`config.mk`:
```
export PLATFORM = sky130hd
export DESIGN_NAME = spi_eeprom_command_protection
export DESIGN_NICKNAME = d
export VERILOG_FILES = /design/src/eeprom_cmd_pkg.sv /design/src/write_timer.sv /design/src/spi_eeprom_command_protection.sv
export SDC_FILE = /design/constraint.sdc
export NUM_CORES = 1
export LEC_CHECK = 0
export ABC_AREA = 1
export BUFFER_PORTS_ARGS = -buffer_cell sky130_fd_sc_hd__buf_2
export CAP_MARGIN = 20
export CORE_ASPECT_RATIO = 0.9
export CORE_MARGIN = 2
export CORE_UTILIZATION = 39
export CTS_CLUSTER_DIAMETER = 60
export DETAILED_ROUTE_END_ITERATION = 12
export PLACE_DENSITY = 0.65
export REMOVE_ABC_BUFFERS = 1
export SLEW_MARGIN = 20
export SYNTH_ARGS = -nofsm -noshare
export SYNTH_HDL_FRONTEND = slang
export SYNTH_SLANG_ARGS = --single-unit
```
`constraint.sdc`:
```
create_clock -name clk -period 4.4 [get_ports clk]
set_clock_uncertainty 0.05 [all_clocks]
set_input_delay 0.44 -clock clk [delete_from_list [all_inputs] [get_ports clk]]
set_output_delay 0.44 -clock clk [all_outputs]
set_load 0.05 [all_outputs]
```
`src/eeprom_cmd_pkg.sv`:
```
// Shared constants and types of the serial EEPROM command and protection logic.
package eeprom_cmd_pkg;

  localparam logic [7:0] set_write_latch_cmd = 8'h06;
  localparam logic [7:0] clear_write_latch_cmd = 8'h04;
  localparam logic [7:0] status_read_cmd = 8'h05;
  localparam logic [7:0] status_write_cmd = 8'h01;
  localparam logic [7:0] array_read_cmd = 8'h03;
  localparam logic [7:0] array_write_cmd = 8'h02;
  localparam logic [7:0] id_page_read_cmd = 8'h83;
  localparam logic [7:0] id_page_write_cmd = 8'h82;

  localparam int sr_status_write_disable = 7;
  localparam int sr_block_protect_hi = 3;
  localparam int sr_block_protect_lo = 2;
  localparam int sr_write_enable_latch = 1;
  localparam int sr_write_in_progress = 0;

  localparam logic [11:0] quarter_base = 12'hC00;
  localparam logic [11:0] half_base = 12'h800;
  localparam logic [15:0] lock_select_addr = 16'h0400;
  localparam logic [15:0] id_addr_mask = 16'hFFE0;

  localparam logic [2:0] nv_reset = 3'h0;
  localparam logic [7:0] byte_reset = 8'h00;

  // Self-timed write cycle, in microseconds, and its length in system cycles.
  localparam int write_time_us = 5000;
  localparam int clk_mhz = 125;
  localparam int write_cycles = write_time_us * clk_mhz;

  typedef enum {
    st_opcode,
    st_addr,
    st_data,
    st_status_out,
    st_array_out,
    st_wait
  } cmd_state_t;

  // Synchronised serial pins.
  typedef struct packed {
    logic sel;
    logic sck;
    logic sdi;
    logic wp_n;
  } pins_t;

  // Write request handed to the self-timed write engine.
  typedef struct packed {
    logic status;
    logic array;
  } write_req_t;

endpackage : eeprom_cmd_pkg

```
`src/write_timer.sv`:
```
// Self-timed internal write cycle counter.
`timescale 1ns/1ps
module write_timer
  import eeprom_cmd_pkg::*;
#(
  parameter int cycles = write_cycles
) (
  input wire logic clk,
  input wire logic rst,
  input wire logic ce,
  input wire logic start,
  output logic busy,
  output logic done
);

  logic [31:0] count_q;
  logic busy_q;
  logic done_q;

  always_ff @(posedge clk or posedge rst) begin
    if (rst) begin
      count_q <= 32'h0;
      busy_q <= 1'b0;
      done_q <= 1'b0;
    end else if (ce) begin
      done_q <= 1'b0;
      if (start && !busy_q) begin
        busy_q <= 1'b1;
        count_q <= 32'(cycles - 1);
      end else if (busy_q) begin
        if (count_q == 32'h0) begin
          busy_q <= 1'b0;
          done_q <= 1'b1;
        end else begin
          count_q <= count_q - 32'h1;
        end
      end
    end
  end

  assign busy = busy_q;
  assign done = done_q;

endmodule : write_timer

```
`src/spi_eeprom_command_protection.sv`:
```
// Command decoder, status byte and write protection of a serial EEPROM slave.
// What this block does
// - Writes execute only if the clock count while selected is a multiple of eight.
// - Select must rise after final bit's rising edge, before the next rising edge.
// - Final bit is eighth opcode or data bit; reads are exempt from the check.
// - Protect bits choose none, upper quarter, upper half or whole array.
// - Bytes travel most significant bit first; the opcode comes first.
// - Unknown opcode makes the device ignore input until deselected.
// - Opcodes 06h set latch, 04h clear latch, 05h read status.
// - Opcodes 01h status write, 03h array read, 02h array write.
// - 83h and 82h access the id page, or the lock state at address 0400h.
// - Array addresses are two bytes; only the low twelve bits count.
// - Only the set-latch command sets the latch, then the device waits.
// - Clear-latch command clears the latch, then the device waits.
// - Latch clears at reset, clear command and end of each write cycle.
// - Status read works anytime and repeats the status byte while selected.
// - Write-in-progress reads one during an internal write cycle, else zero.
// - With the latch clear, array and status writes are refused.
// - Protect bits are kept and changed only by an unprotected status write.
// - Disable bit set and protect pin low make status bits read-only.
// - Status byte: disable, three zeros, protect hi, protect lo, latch, in-progress.
// - Input sampled on rising clock edges, output changes on falling edges.
// - Status write starts a timed cycle; latch clears when it ends.
// - Status write leaves bits six to four and one to zero alone.
// - Array read during a write cycle is neither accepted nor executed.
`timescale 1ns/1ps
module spi_eeprom_command_protection
  import eeprom_cmd_pkg::*;
#(
  parameter int write_len = write_cycles,
  parameter bit id_page_present = 1'b1
) (
  input wire logic clk,
  input wire logic rst,
  input wire logic ce,
  input wire logic sel_n,
  input wire logic sck,
  input wire logic sdi,
  input wire logic wp_n,
  output logic sdo,
  output logic sdo_oe,
  output logic [11:0] mem_addr,
  output logic [7:0] mem_wdata,
  output logic mem_wstrobe,
  output logic mem_rstrobe,
  input wire logic [7:0] mem_rdata,
  output logic id_access,
  output logic lock_access,
  output logic array_write_start
);

  ////////////////////////////////////////////////////////////////////////////
  // Pin synchronisers and edge detection.

  pins_t meta_q;
  pins_t pins_q;
  logic sck_prev_q;
  logic sel_prev_q;
  logic rise;
  logic fall;
  logic sel_fall;
  logic sel_rise;

  always_ff @(posedge clk or posedge rst) begin
    if (rst) begin
      meta_q <= '{sel: 1'b0, sck: 1'b0, sdi: 1'b0, wp_n: 1'b1};
      pins_q <= '{sel: 1'b0, sck: 1'b0, sdi: 1'b0, wp_n: 1'b1};
      sck_prev_q <= 1'b0;
      sel_prev_q <= 1'b0;
    end else if (ce) begin
      meta_q <= '{sel: !sel_n, sck: sck, sdi: sdi, wp_n: wp_n};
      pins_q <= meta_q;
      sck_prev_q <= pins_q.sck;
      sel_prev_q <= pins_q.sel;
    end
  end

  assign rise = pins_q.sel && pins_q.sck && !sck_prev_q;
  assign fall = pins_q.sel && !pins_q.sck && sck_prev_q;
  assign sel_fall = pins_q.sel && !sel_prev_q;
  assign sel_rise = !pins_q.sel && sel_prev_q;

  function automatic logic in_protected(input logic [1:0] bp, input logic [11:0] a);
    case (bp)
      2'b01: in_protected = (a >= quarter_base);
      2'b10: in_protected = (a >= half_base);
      2'b11: in_protected = 1'b1;
      default: in_protected = 1'b0;
    endcase
  endfunction : in_protected

  // Opcodes whose address phase is followed by a byte stream out of the array.
  function automatic logic is_read_op(input logic [7:0] op);
    is_read_op = (op == array_read_cmd) || (op == id_page_read_cmd);
  endfunction : is_read_op

  ////////////////////////////////////////////////////////////////////////////
  // Status bits.

  logic status_write_disable_q;
  logic [1:0] bp_q;
  logic wel_q;
  logic write_in_progress;
  logic wr_done;
  logic hw_protected;
  logic [7:0] status_byte;
  write_req_t req_q;
  logic [2:0] pend_nv_q;

  assign hw_protected = status_write_disable_q && !pins_q.wp_n;
  assign status_byte = {status_write_disable_q, 3'h0, bp_q, wel_q, write_in_progress};

  ////////////////////////////////////////////////////////////////////////////
  // Command shifter and decoder.

  cmd_state_t state_q;
  logic [7:0] shift_q;
  logic [2:0] bit_q;
  logic [1:0] addr_bytes_q;
  logic [15:0] addr_q;
  logic [7:0] opcode_q;
  logic [7:0] out_q;
  logic sdo_q;
  logic byte_done_q;
  logic data_seen_q;
  logic [7:0] next_byte;

  assign next_byte = {shift_q[6:0], pins_q.sdi};

  always_ff @(posedge clk or posedge rst) begin
    if (rst) begin
      state_q <= st_opcode;
      shift_q <= byte_reset;
      bit_q <= 3'h0;
      addr_bytes_q <= 2'h0;
      addr_q <= 16'h0000;
      opcode_q <= byte_reset;
      out_q <= byte_reset;
      sdo_q <= 1'b0;
      byte_done_q <= 1'b0;
      data_seen_q <= 1'b0;
      mem_wdata <= byte_reset;
    end else if (ce) begin
      if (!pins_q.sel || sel_fall) begin
        state_q <= st_opcode;
        bit_q <= 3'h0;
        addr_bytes_q <= 2'h0;
        byte_done_q <= 1'b0;
        data_seen_q <= 1'b0;
      end else if (rise) begin
        shift_q <= next_byte;
        bit_q <= bit_q + 3'h1;
        // Any rising edge after a byte boundary breaks the deselect timing.
        byte_done_q <= (bit_q == 3'h7);
        if (bit_q == 3'h7) begin
          case (state_q)
            st_opcode: begin
              opcode_q <= next_byte;
              case (next_byte)
                set_write_latch_cmd: state_q <= st_wait;
                clear_write_latch_cmd: state_q <= st_wait;
                status_read_cmd: begin
                  state_q <= st_status_out;
                  out_q <= status_byte;
                end
                status_write_cmd: state_q <= st_data;
                array_read_cmd: state_q <= write_in_progress ? st_wait : st_addr;
                array_write_cmd: state_q <= st_addr;
                id_page_read_cmd: state_q <= id_page_present ? st_addr : st_wait;
                id_page_write_cmd: state_q <= id_page_present ? st_addr : st_wait;
                default: state_q <= st_wait;
              endcase
            end
            st_addr: begin
              addr_q <= {addr_q[7:0], next_byte};
              addr_bytes_q <= addr_bytes_q + 2'h1;
              if (addr_bytes_q == 2'h1) begin
                if (is_read_op(opcode_q)) begin
                  state_q <= st_array_out;
                end else begin
                  state_q <= st_data;
                end
              end
            end
            st_data: begin
              mem_wdata <= next_byte;
              data_seen_q <= 1'b1;
              if (data_seen_q && opcode_q != status_write_cmd) begin
                addr_q[4:0] <= addr_q[4:0] + 5'h1;
              end
            end
            st_status_out: out_q <= status_byte;
            st_array_out: begin
              addr_q[11:0] <= addr_q[11:0] + 12'h001;
            end
            default: state_q <= st_wait;
          endcase
        end
      end else if (fall) begin
        if (state_q == st_array_out && bit_q == 3'h0) begin
          // The address moved at the byte boundary, so the memory has answered by this edge.
          out_q <= mem_rdata;
          sdo_q <= mem_rdata[7];
        end else begin
          sdo_q <= out_q[3'h7 - bit_q];
        end
      end
    end
  end

  ////////////////////////////////////////////////////////////////////////////
  // Execution at deselect, latch and non-volatile bits.

  logic exec_ok;
  logic is_array_write;
  logic is_status_write;

  assign exec_ok = sel_rise && byte_done_q;
  assign is_array_write = exec_ok && state_q == st_data && data_seen_q &&
                          opcode_q != status_write_cmd;
  assign is_status_write = exec_ok && state_q == st_data && data_seen_q &&
                           opcode_q == status_write_cmd;

  always_ff @(posedge clk or posedge rst) begin
    if (rst) begin
      wel_q <= 1'b0;
      req_q <= '0;
      pend_nv_q <= nv_reset;
    end else if (ce) begin
      req_q <= '0;
      if (exec_ok && state_q == st_wait && opcode_q == set_write_latch_cmd && !write_in_progress) begin
        wel_q <= 1'b1;
      end else if (exec_ok && state_q == st_wait && opcode_q == clear_write_latch_cmd) begin
        wel_q <= 1'b0;
      end else if (wr_done) begin
        wel_q <= 1'b0;
      end
      if (is_status_write && wel_q && !hw_protected && !write_in_progress) begin
        req_q.status <= 1'b1;
        pend_nv_q <= {mem_wdata[sr_status_write_disable],
                      mem_wdata[sr_block_protect_hi], mem_wdata[sr_block_protect_lo]};
      end
      if (is_array_write && wel_q && !write_in_progress &&
          !(opcode_q == array_write_cmd && in_protected(bp_q, addr_q[11:0]))) begin
        req_q.array <= 1'b1;
      end
    end
  end

  // Protect bits are modelled by plain flip-flops; reset stands in for delivery state.
  logic status_cycle_q;

  always_ff @(posedge clk or posedge rst) begin
    if (rst) begin
      status_write_disable_q <= nv_reset[2];
      bp_q <= nv_reset[1:0];
      status_cycle_q <= 1'b0;
    end else if (ce) begin
      if (req_q.status) begin
        status_cycle_q <= 1'b1;
      end else if (wr_done && status_cycle_q) begin
        status_cycle_q <= 1'b0;
        status_write_disable_q <= pend_nv_q[2];
        bp_q <= pend_nv_q[1:0];
      end else if (wr_done) begin
        status_cycle_q <= 1'b0;
      end
    end
  end

  write_timer #(
    .cycles(write_len)
  ) u_timer (
    .clk(clk),
    .rst(rst),
    .ce(ce),
    .start(req_q.status || req_q.array),
    .busy(write_in_progress),
    .done(wr_done)
  );

  ////////////////////////////////////////////////////////////////////////////
  // Outputs.

  always_ff @(posedge clk or posedge rst) begin
    if (rst) begin
      mem_wstrobe <= 1'b0;
      mem_rstrobe <= 1'b0;
      array_write_start <= 1'b0;
    end else if (ce) begin
      mem_wstrobe <= rise && bit_q == 3'h7 && state_q == st_data &&
                     opcode_q != status_write_cmd;
      mem_rstrobe <= rise && bit_q == 3'h7 &&
                     (state_q == st_array_out ||
                      (state_q == st_addr && addr_bytes_q == 2'h1 && is_read_op(opcode_q)));
      array_write_start <= req_q.array;
    end
  end

  assign mem_addr = addr_q[11:0];
  assign id_access = opcode_q[7] && (addr_q & id_addr_mask) == 16'h0000;
  assign lock_access = opcode_q[7] && addr_q == lock_select_addr;
  assign sdo = sdo_q;
  assign sdo_oe = pins_q.sel && (state_q == st_status_out || state_q == st_array_out);

endmodule : spi_eeprom_command_protection

```
=== Word level (Yosys, flattened, before mapping) ===
Cells that the tools add are included.

* Register bits after elaboration: 144
* Input port bits: 15
* Output and inout bits: 27
* Word-level logic and storage cells: 217

* $add $sub $neg: 6
* Order comparisons: 3
* Equality and inequality tests: 35
* Mux-type cells: 50
* Bitwise gates (word level): 3
* Reduce and logical (&&, ||, !) cells: 84

{| class="wikitable"
|+ Operators with widths
! kind !! number
|-
| two-way mux 32 bit || 7
|-
| == test 32 x 2 -> 1 bit (second input constant) || 3
|-
| == test 32 x 3 -> 1 bit (second input constant) || 3
|-
| one-hot mux 32 bit (3 select lines) || 1
|-
| == test 32 x 4 -> 1 bit (second input constant) || 2
|-
| logical NOT 32 bit || 2
|-
| two-way mux 8 bit || 5
|-
| logical AND 1 bit || 36
|-
| == test 32 x 1 -> 1 bit (second input constant) || 1
|-
| == test 8 x 2 -> 1 bit (second input constant) || 4
|-
| subtractor 32 x 1 -> 32 bit (second input constant) || 1
|-
| AND reduction 5 bit || 5
|-
| == test 8 x 3 -> 1 bit (second input constant) || 3
|-
| == test 8 bit (second input constant) || 3
|-
| greater-or-equal comparator 12 bit (second input constant) || 2
|-
| two-way mux 1 bit || 22
|-
| == test 16 x 11 -> 1 bit (second input constant) || 1
|-
| == test 8 x 1 -> 1 bit (second input constant) || 2
|-
| logical NOT 16 bit || 1
|-
| one-hot mux 8 bit (2 select lines) || 1
|-
| nonzero test 2 bit || 8
|-
| one-hot mux 5 bit (3 select lines) || 1
|-
| one-hot mux 7 bit (2 select lines) || 1
|-
| adder 12 x 1 -> 12 bit (second input constant) || 1
|-
| other kinds (30) || 65
|}

=== Depth between registers and ports, before layout ===
* Word-level depth: 10
* Gate-level depth with buffers: 11
* Gate-level depth less buffers: 11

=== Cells and area by module ===
Synthesis repeated with hierarchy kept, for this count alone.

* Cells, all modules: 922
* Area total of the unflattened synthesis: 6656.4 um2

{| class="wikitable"
|+ Modules (own cells, without submodules)
! module !! times used !! cells an instance !! area each (um2)
|-
| spi_eeprom_command_protection || 1 || 578 || 4385.5
|-
| write_timer || 1 || 344 || 2270.9
|}

=== Least setup slack after synthesis ===
No wires, ideal clock.

* Path kind: flip-flop to output port
* Start point: register addr_q[11]
* End point: output id_access
* Arrival time: 2.161 ns
* Path slack: 1.749 ns
* Cell stages (with the launch flop): 4
* Path through: dfrtp_1 nor3_1 nand4_1 nor4_1

* Word-level cells in the longest chain between the ends: 2

{| class="wikitable"
|+ RTL lines
! element !! line !! RTL
|-
| start, declared || spi_eeprom_command_protection.sv:120 || <nowiki>logic [15:0] addr_q;</nowiki>
|-
| start signal, assigned || spi_eeprom_command_protection.sv:175 || <nowiki>addr_q <= {addr_q[7:0], next_byte};</nowiki>
|-
| start signal, assigned || spi_eeprom_command_protection.sv:194 || <nowiki>addr_q[11:0] <= addr_q[11:0] + 12'h001;</nowiki>
|-
| logical NOT 16 bit || spi_eeprom_command_protection.sv:301 || <nowiki>assign id_access = opcode_q[7] && (addr_q & id_addr_mask) == 16'h0000;</nowiki>
|-
| logical AND 1 bit || spi_eeprom_command_protection.sv:301 ||
|-
| end, declared || spi_eeprom_command_protection.sv:47 || <nowiki>output logic id_access,</nowiki>
|}

No other way between the ends.

=== Worst setup path in the final report ===
* Start point: register u_timer.busy_q, in the netlist u_timer.busy
* End point: register u_timer.count_q[9]

* Word-level cells in the longest chain between the ends: 4
* Elaborated cells between the ends (all ways): 6

{| class="wikitable"
|+ RTL lines
! element !! line !! RTL
|-
| start, declared || write_timer.sv:17 || <nowiki>logic busy_q;</nowiki>
|-
| start signal, assigned || write_timer.sv:23 || <nowiki>busy_q <= 1'b0;</nowiki>
|-
| start signal, assigned || write_timer.sv:28 || <nowiki>busy_q <= 1'b1;</nowiki>
|-
| start signal, assigned || write_timer.sv:32 || <nowiki>busy_q <= 1'b0;</nowiki>
|-
| logical NOT 1 bit || write_timer.sv:27 || <nowiki>if (start && !busy_q) begin</nowiki>
|-
| logical AND 1 bit || write_timer.sv:27 ||
|-
| inequality test 2 x 1 -> 1 bit (no source line) or nonzero test 2 bit (tied branches) || -- ||
|-
| AND reduction 3 bit (no source line) || -- ||
|-
| end signal, assigned || write_timer.sv:29 || <nowiki>count_q <= 32'(cycles - 1);</nowiki>
|-
| end signal, assigned || write_timer.sv:35 || <nowiki>count_q <= count_q - 32'h1;</nowiki>
|-
| end, declared || write_timer.sv:16 || <nowiki>logic [31:0] count_q;</nowiki>
|}

Parallel ways exist; a longest one is shown, timed or not.
A chain may end at the register's enable or synchronous reset.

==> impl_metrics.toml <==
[status]
status = "finished with violations"
violations = "DRC"

[logic_synthesis]
netlist_instances = 882
synth_area_um2 = 6500
avgSynthCellArea_um2 = 7.37
ys_seq_elements = 115
synthDistinctLibCells = 38
synth-seq-area-share_pct = 44.3
yosys_warnings = 0

[cells_and_area]
fin_util_pct = 45.4
area_delta_synth_final_pct = 13.4
diodes = 0
finalNetCount = 939
layout-drive-gt1-share_pct = 12.4
multi_input_area_um2 = 3050
regArea_um2 = 2880
final.fill_count = 1622

[min_path]
hold_path_class = "input port to async pin"

[critical_path]
worstPathArrival_ns = 2.78
worstSetupPathType = "register to register"
cp-start-kind = "register"
cp.required_ns = 4.69
critPathMaxFanout = 16
cp-end-kind = "register"

[die]
coreArea_um2 = 16200
fp-row-count = 44
initial_utilization_pct = 40.0
die_h_um = 126
ios = 42
die_w_um = 140
die_area_um2 = 17700

[routing]
drt_first_pass_iters = 12
antenna_left = 0
vias_per_cell = 5.07
wirelength_mm = 16.1
wl_per_cell_um = 14.2
drtIter0Drc = 624
vias = 5761
drc = 2

[power]
ir_drop_mv = 0.287
power_density_nw_per_um2 = 515
p_leak_nw = 3.58

[timing]
fin_crit_ns = 2.49
timing.fmax_mhz = 402
slew_violations = 0
finalHoldViolCount = 0
final.period_utilization_pct = 56.6
setup_viol = 0
rsz0062_at_grt = "false"
max-slew-margin-rel_pct = 38.6
fin_tns_setup_ns = 0
tightest_slew_ns = 0.921
setup_slack_ns = 1.91

[clocking]
ctsHoldBuffers = 0
htreeDepth = 4
clkTransAtPathRegs_ns = 0.05
cts-root-buf = "clkbuf_16"
cts_made_buffers = 17
cts_tree = "done"
post_cts_buffers = 0
clkSinkCount = 115
clk-insertion-delay-late_ns = 0.41
cts.path.max_buffers = 2
ctsResizeCount = 0

[place]
dp_slack_ns = 1.82
io_buffer_count = 41
hpwl_mm = 11.7
place.gp.congestion = 0.915

[grt]
track_usage_pct = 19.4
grt-ovfl-total = 0
antenna_found_initial = 0
grt_start_max_net_pins = 62
grt_pass1_wl_mm = 27.4
grt_pass1_vias = 5398

[job]
drv_cap = 0
==> final timing paths <==
kind,from,end,slack (ns),cells past startpoint
worst min register to register,meta_q[0]$_DFFE_PP1P_,meta_q[0]$_DFFE_PP1P_,0.42,2
worst min-delay path,rst,mem_wdata[0]$_DFFE_PP0P_,0.12,2
min in group clk,sel_n,meta_q[3]$_DFFE_PP0P_,0.18,2
worst max register to register,u_timer.busy$_DFFE_PP0P_,u_timer.count_q[9]$_DFFE_PP0P_,1.91,7
max in group asynchronous,rst,meta_q[0]$_DFFE_PP1P_,3.23,3
worst max-delay path,u_timer.busy$_DFFE_PP0P_,u_timer.count_q[9]$_DFFE_PP0P_,1.91,7
==> cell usage after synthesis, drive strengths merged <==
master   number  share of area (%)
nor4          3               0.29
dfrtp       113                 44
mux2          2               0.35
o32ai         1               0.13
o31ai         1               0.12
nand3b        1               0.12
and2          1              0.096
a21oi        22                1.7
nand3        76                5.9
dfstp         2               0.81
nand4        12                1.2
nor2        104                7.0
o22ai         1              0.096
a21boi        1               0.12
inv         102                5.9
o2111ai       1               0.13
nor3         15                1.2
o21ai       101                8.6
clkbuf        9               0.52
o21bai        7               0.98
a31oi         2               0.19
or2           1              0.096
ha            8                1.5
nand2       265                 16
buf          19                2.3
o211ai        3               0.35
xor2          9                1.2
==> cell type report <==
type | count | area share, %
repair buffers | 43 | 2.99
clock buffers | 22 | 6.30
clock inverters | 10 | 1.46
inverters | 102 | 5.23
well taps | 207 | 3.52
multi-input cells | 637 | 41.4
flip-flops and latches | 115 | 39.1
==> critical path, cell delays in order (launching register included) <==
cell     delay, ns
dfrtp_1       0.39
a21oi_1       0.72
inv_2         0.36
nor2_4        0.28
inv_2         0.11
nand2_2       0.30
nand2_1       0.12
o21ai_2       0.07
==> power by group <==
part           switching (mW)  internal, mW
clock                   0.483         0.856
sequential              0.173          1.21
combinational           0.717         0.357
total                    1.37          2.42
==> layout by cell type, fill, tap and decap left out, types with 2 or more instances in the layout <==
cell type	n
a31oi_1	2
clkbuf_8	2
o21bai_1	6
nor2_4	6
clkbuf_1	3
nor2_1	96
o21ai_1	13
mux2_2	2
o21ai_0	74
a21oi_1	22
ha_1	8
dfstp_2	2
buf_4	2
o211ai_1	3
nand4_1	12
nor3_1	15
xor2_1	9
nand2_2	7
o21ai_2	14
bufinv_16	2
nand2_1	257
clkinvlp_4	3
inv_1	95
buf_2	41
dfrtp_1	113
clkbuf_16	17
nand3_1	76
clkinv_2	5
inv_2	6
nor4_1	3
==> cell families (layout without fill, tap and decap cells) <==
logic type | Yosys count | after routing | synth area share, %
DFF | 115 | 115 | 44.3
buffers and inverters | 130 | 177 | 8.72
AOI/OAI and AO/OA | 140 | 140 | 12.4
and+or+nand+nor | 478 | 478 | 31.4
xor gates and xnor gates | 9 | 9 | 1.21
adders and majority gates | 8 | 8 | 1.54
muxes | 2 | 2 | 0.347
==> state kept, by name, summed over array words and instances, names as in the netlist, 2 cells and up <==
name / count
addr_bytes_q: 2
addr_q: 16
pins_q: 3
req_q: 2
opcode_q: 8
bp_q: 2
state_q: 3
u_timer.count_q: 32
out_q: 8
mem_wdata: 8
bit_q: 3
shift_q: 7
meta_q: 4
pend_nv_q: 3
==> metrics by stage <==
| stage | area (um^2) | instances | total power, mW | hold WS, ns |
|---|---|---|---|---|
| 2_1_floorplan | 6310 | 854 | 2.21 | 0.392 |
| 3_3_place_gp | 6800 | 1104 | 2.45 | 0.404 |
| 3_5_place_dp | 6800 | 1104 | 2.46 | 0.413 |
| 4_1_cts | 7370 | 1136 | 3.82 | 0.140 |
| 5_1_grt | 7370 | 1136 | 4.07 | 0.173 |
| 6_report | 7370 | 1136 | 3.80 | 0.121 |
==> layer usage <==
| layer | share of wire, % | vias to the layer above | track usage (%) |
|---|---|---|---|
| li1 | - | 2915 | - |
| met3 | 4.9 | 11 | 4.34 |
| met2 | 43 | 139 | 27.2 |
| met4 | 0.84 | 0 | 6.48 |
| met5 | 0 | - | 0 |
| met1 | 52 | 2696 | 29.4 |
No activity file was read; power rests on OpenSTA's default activity.
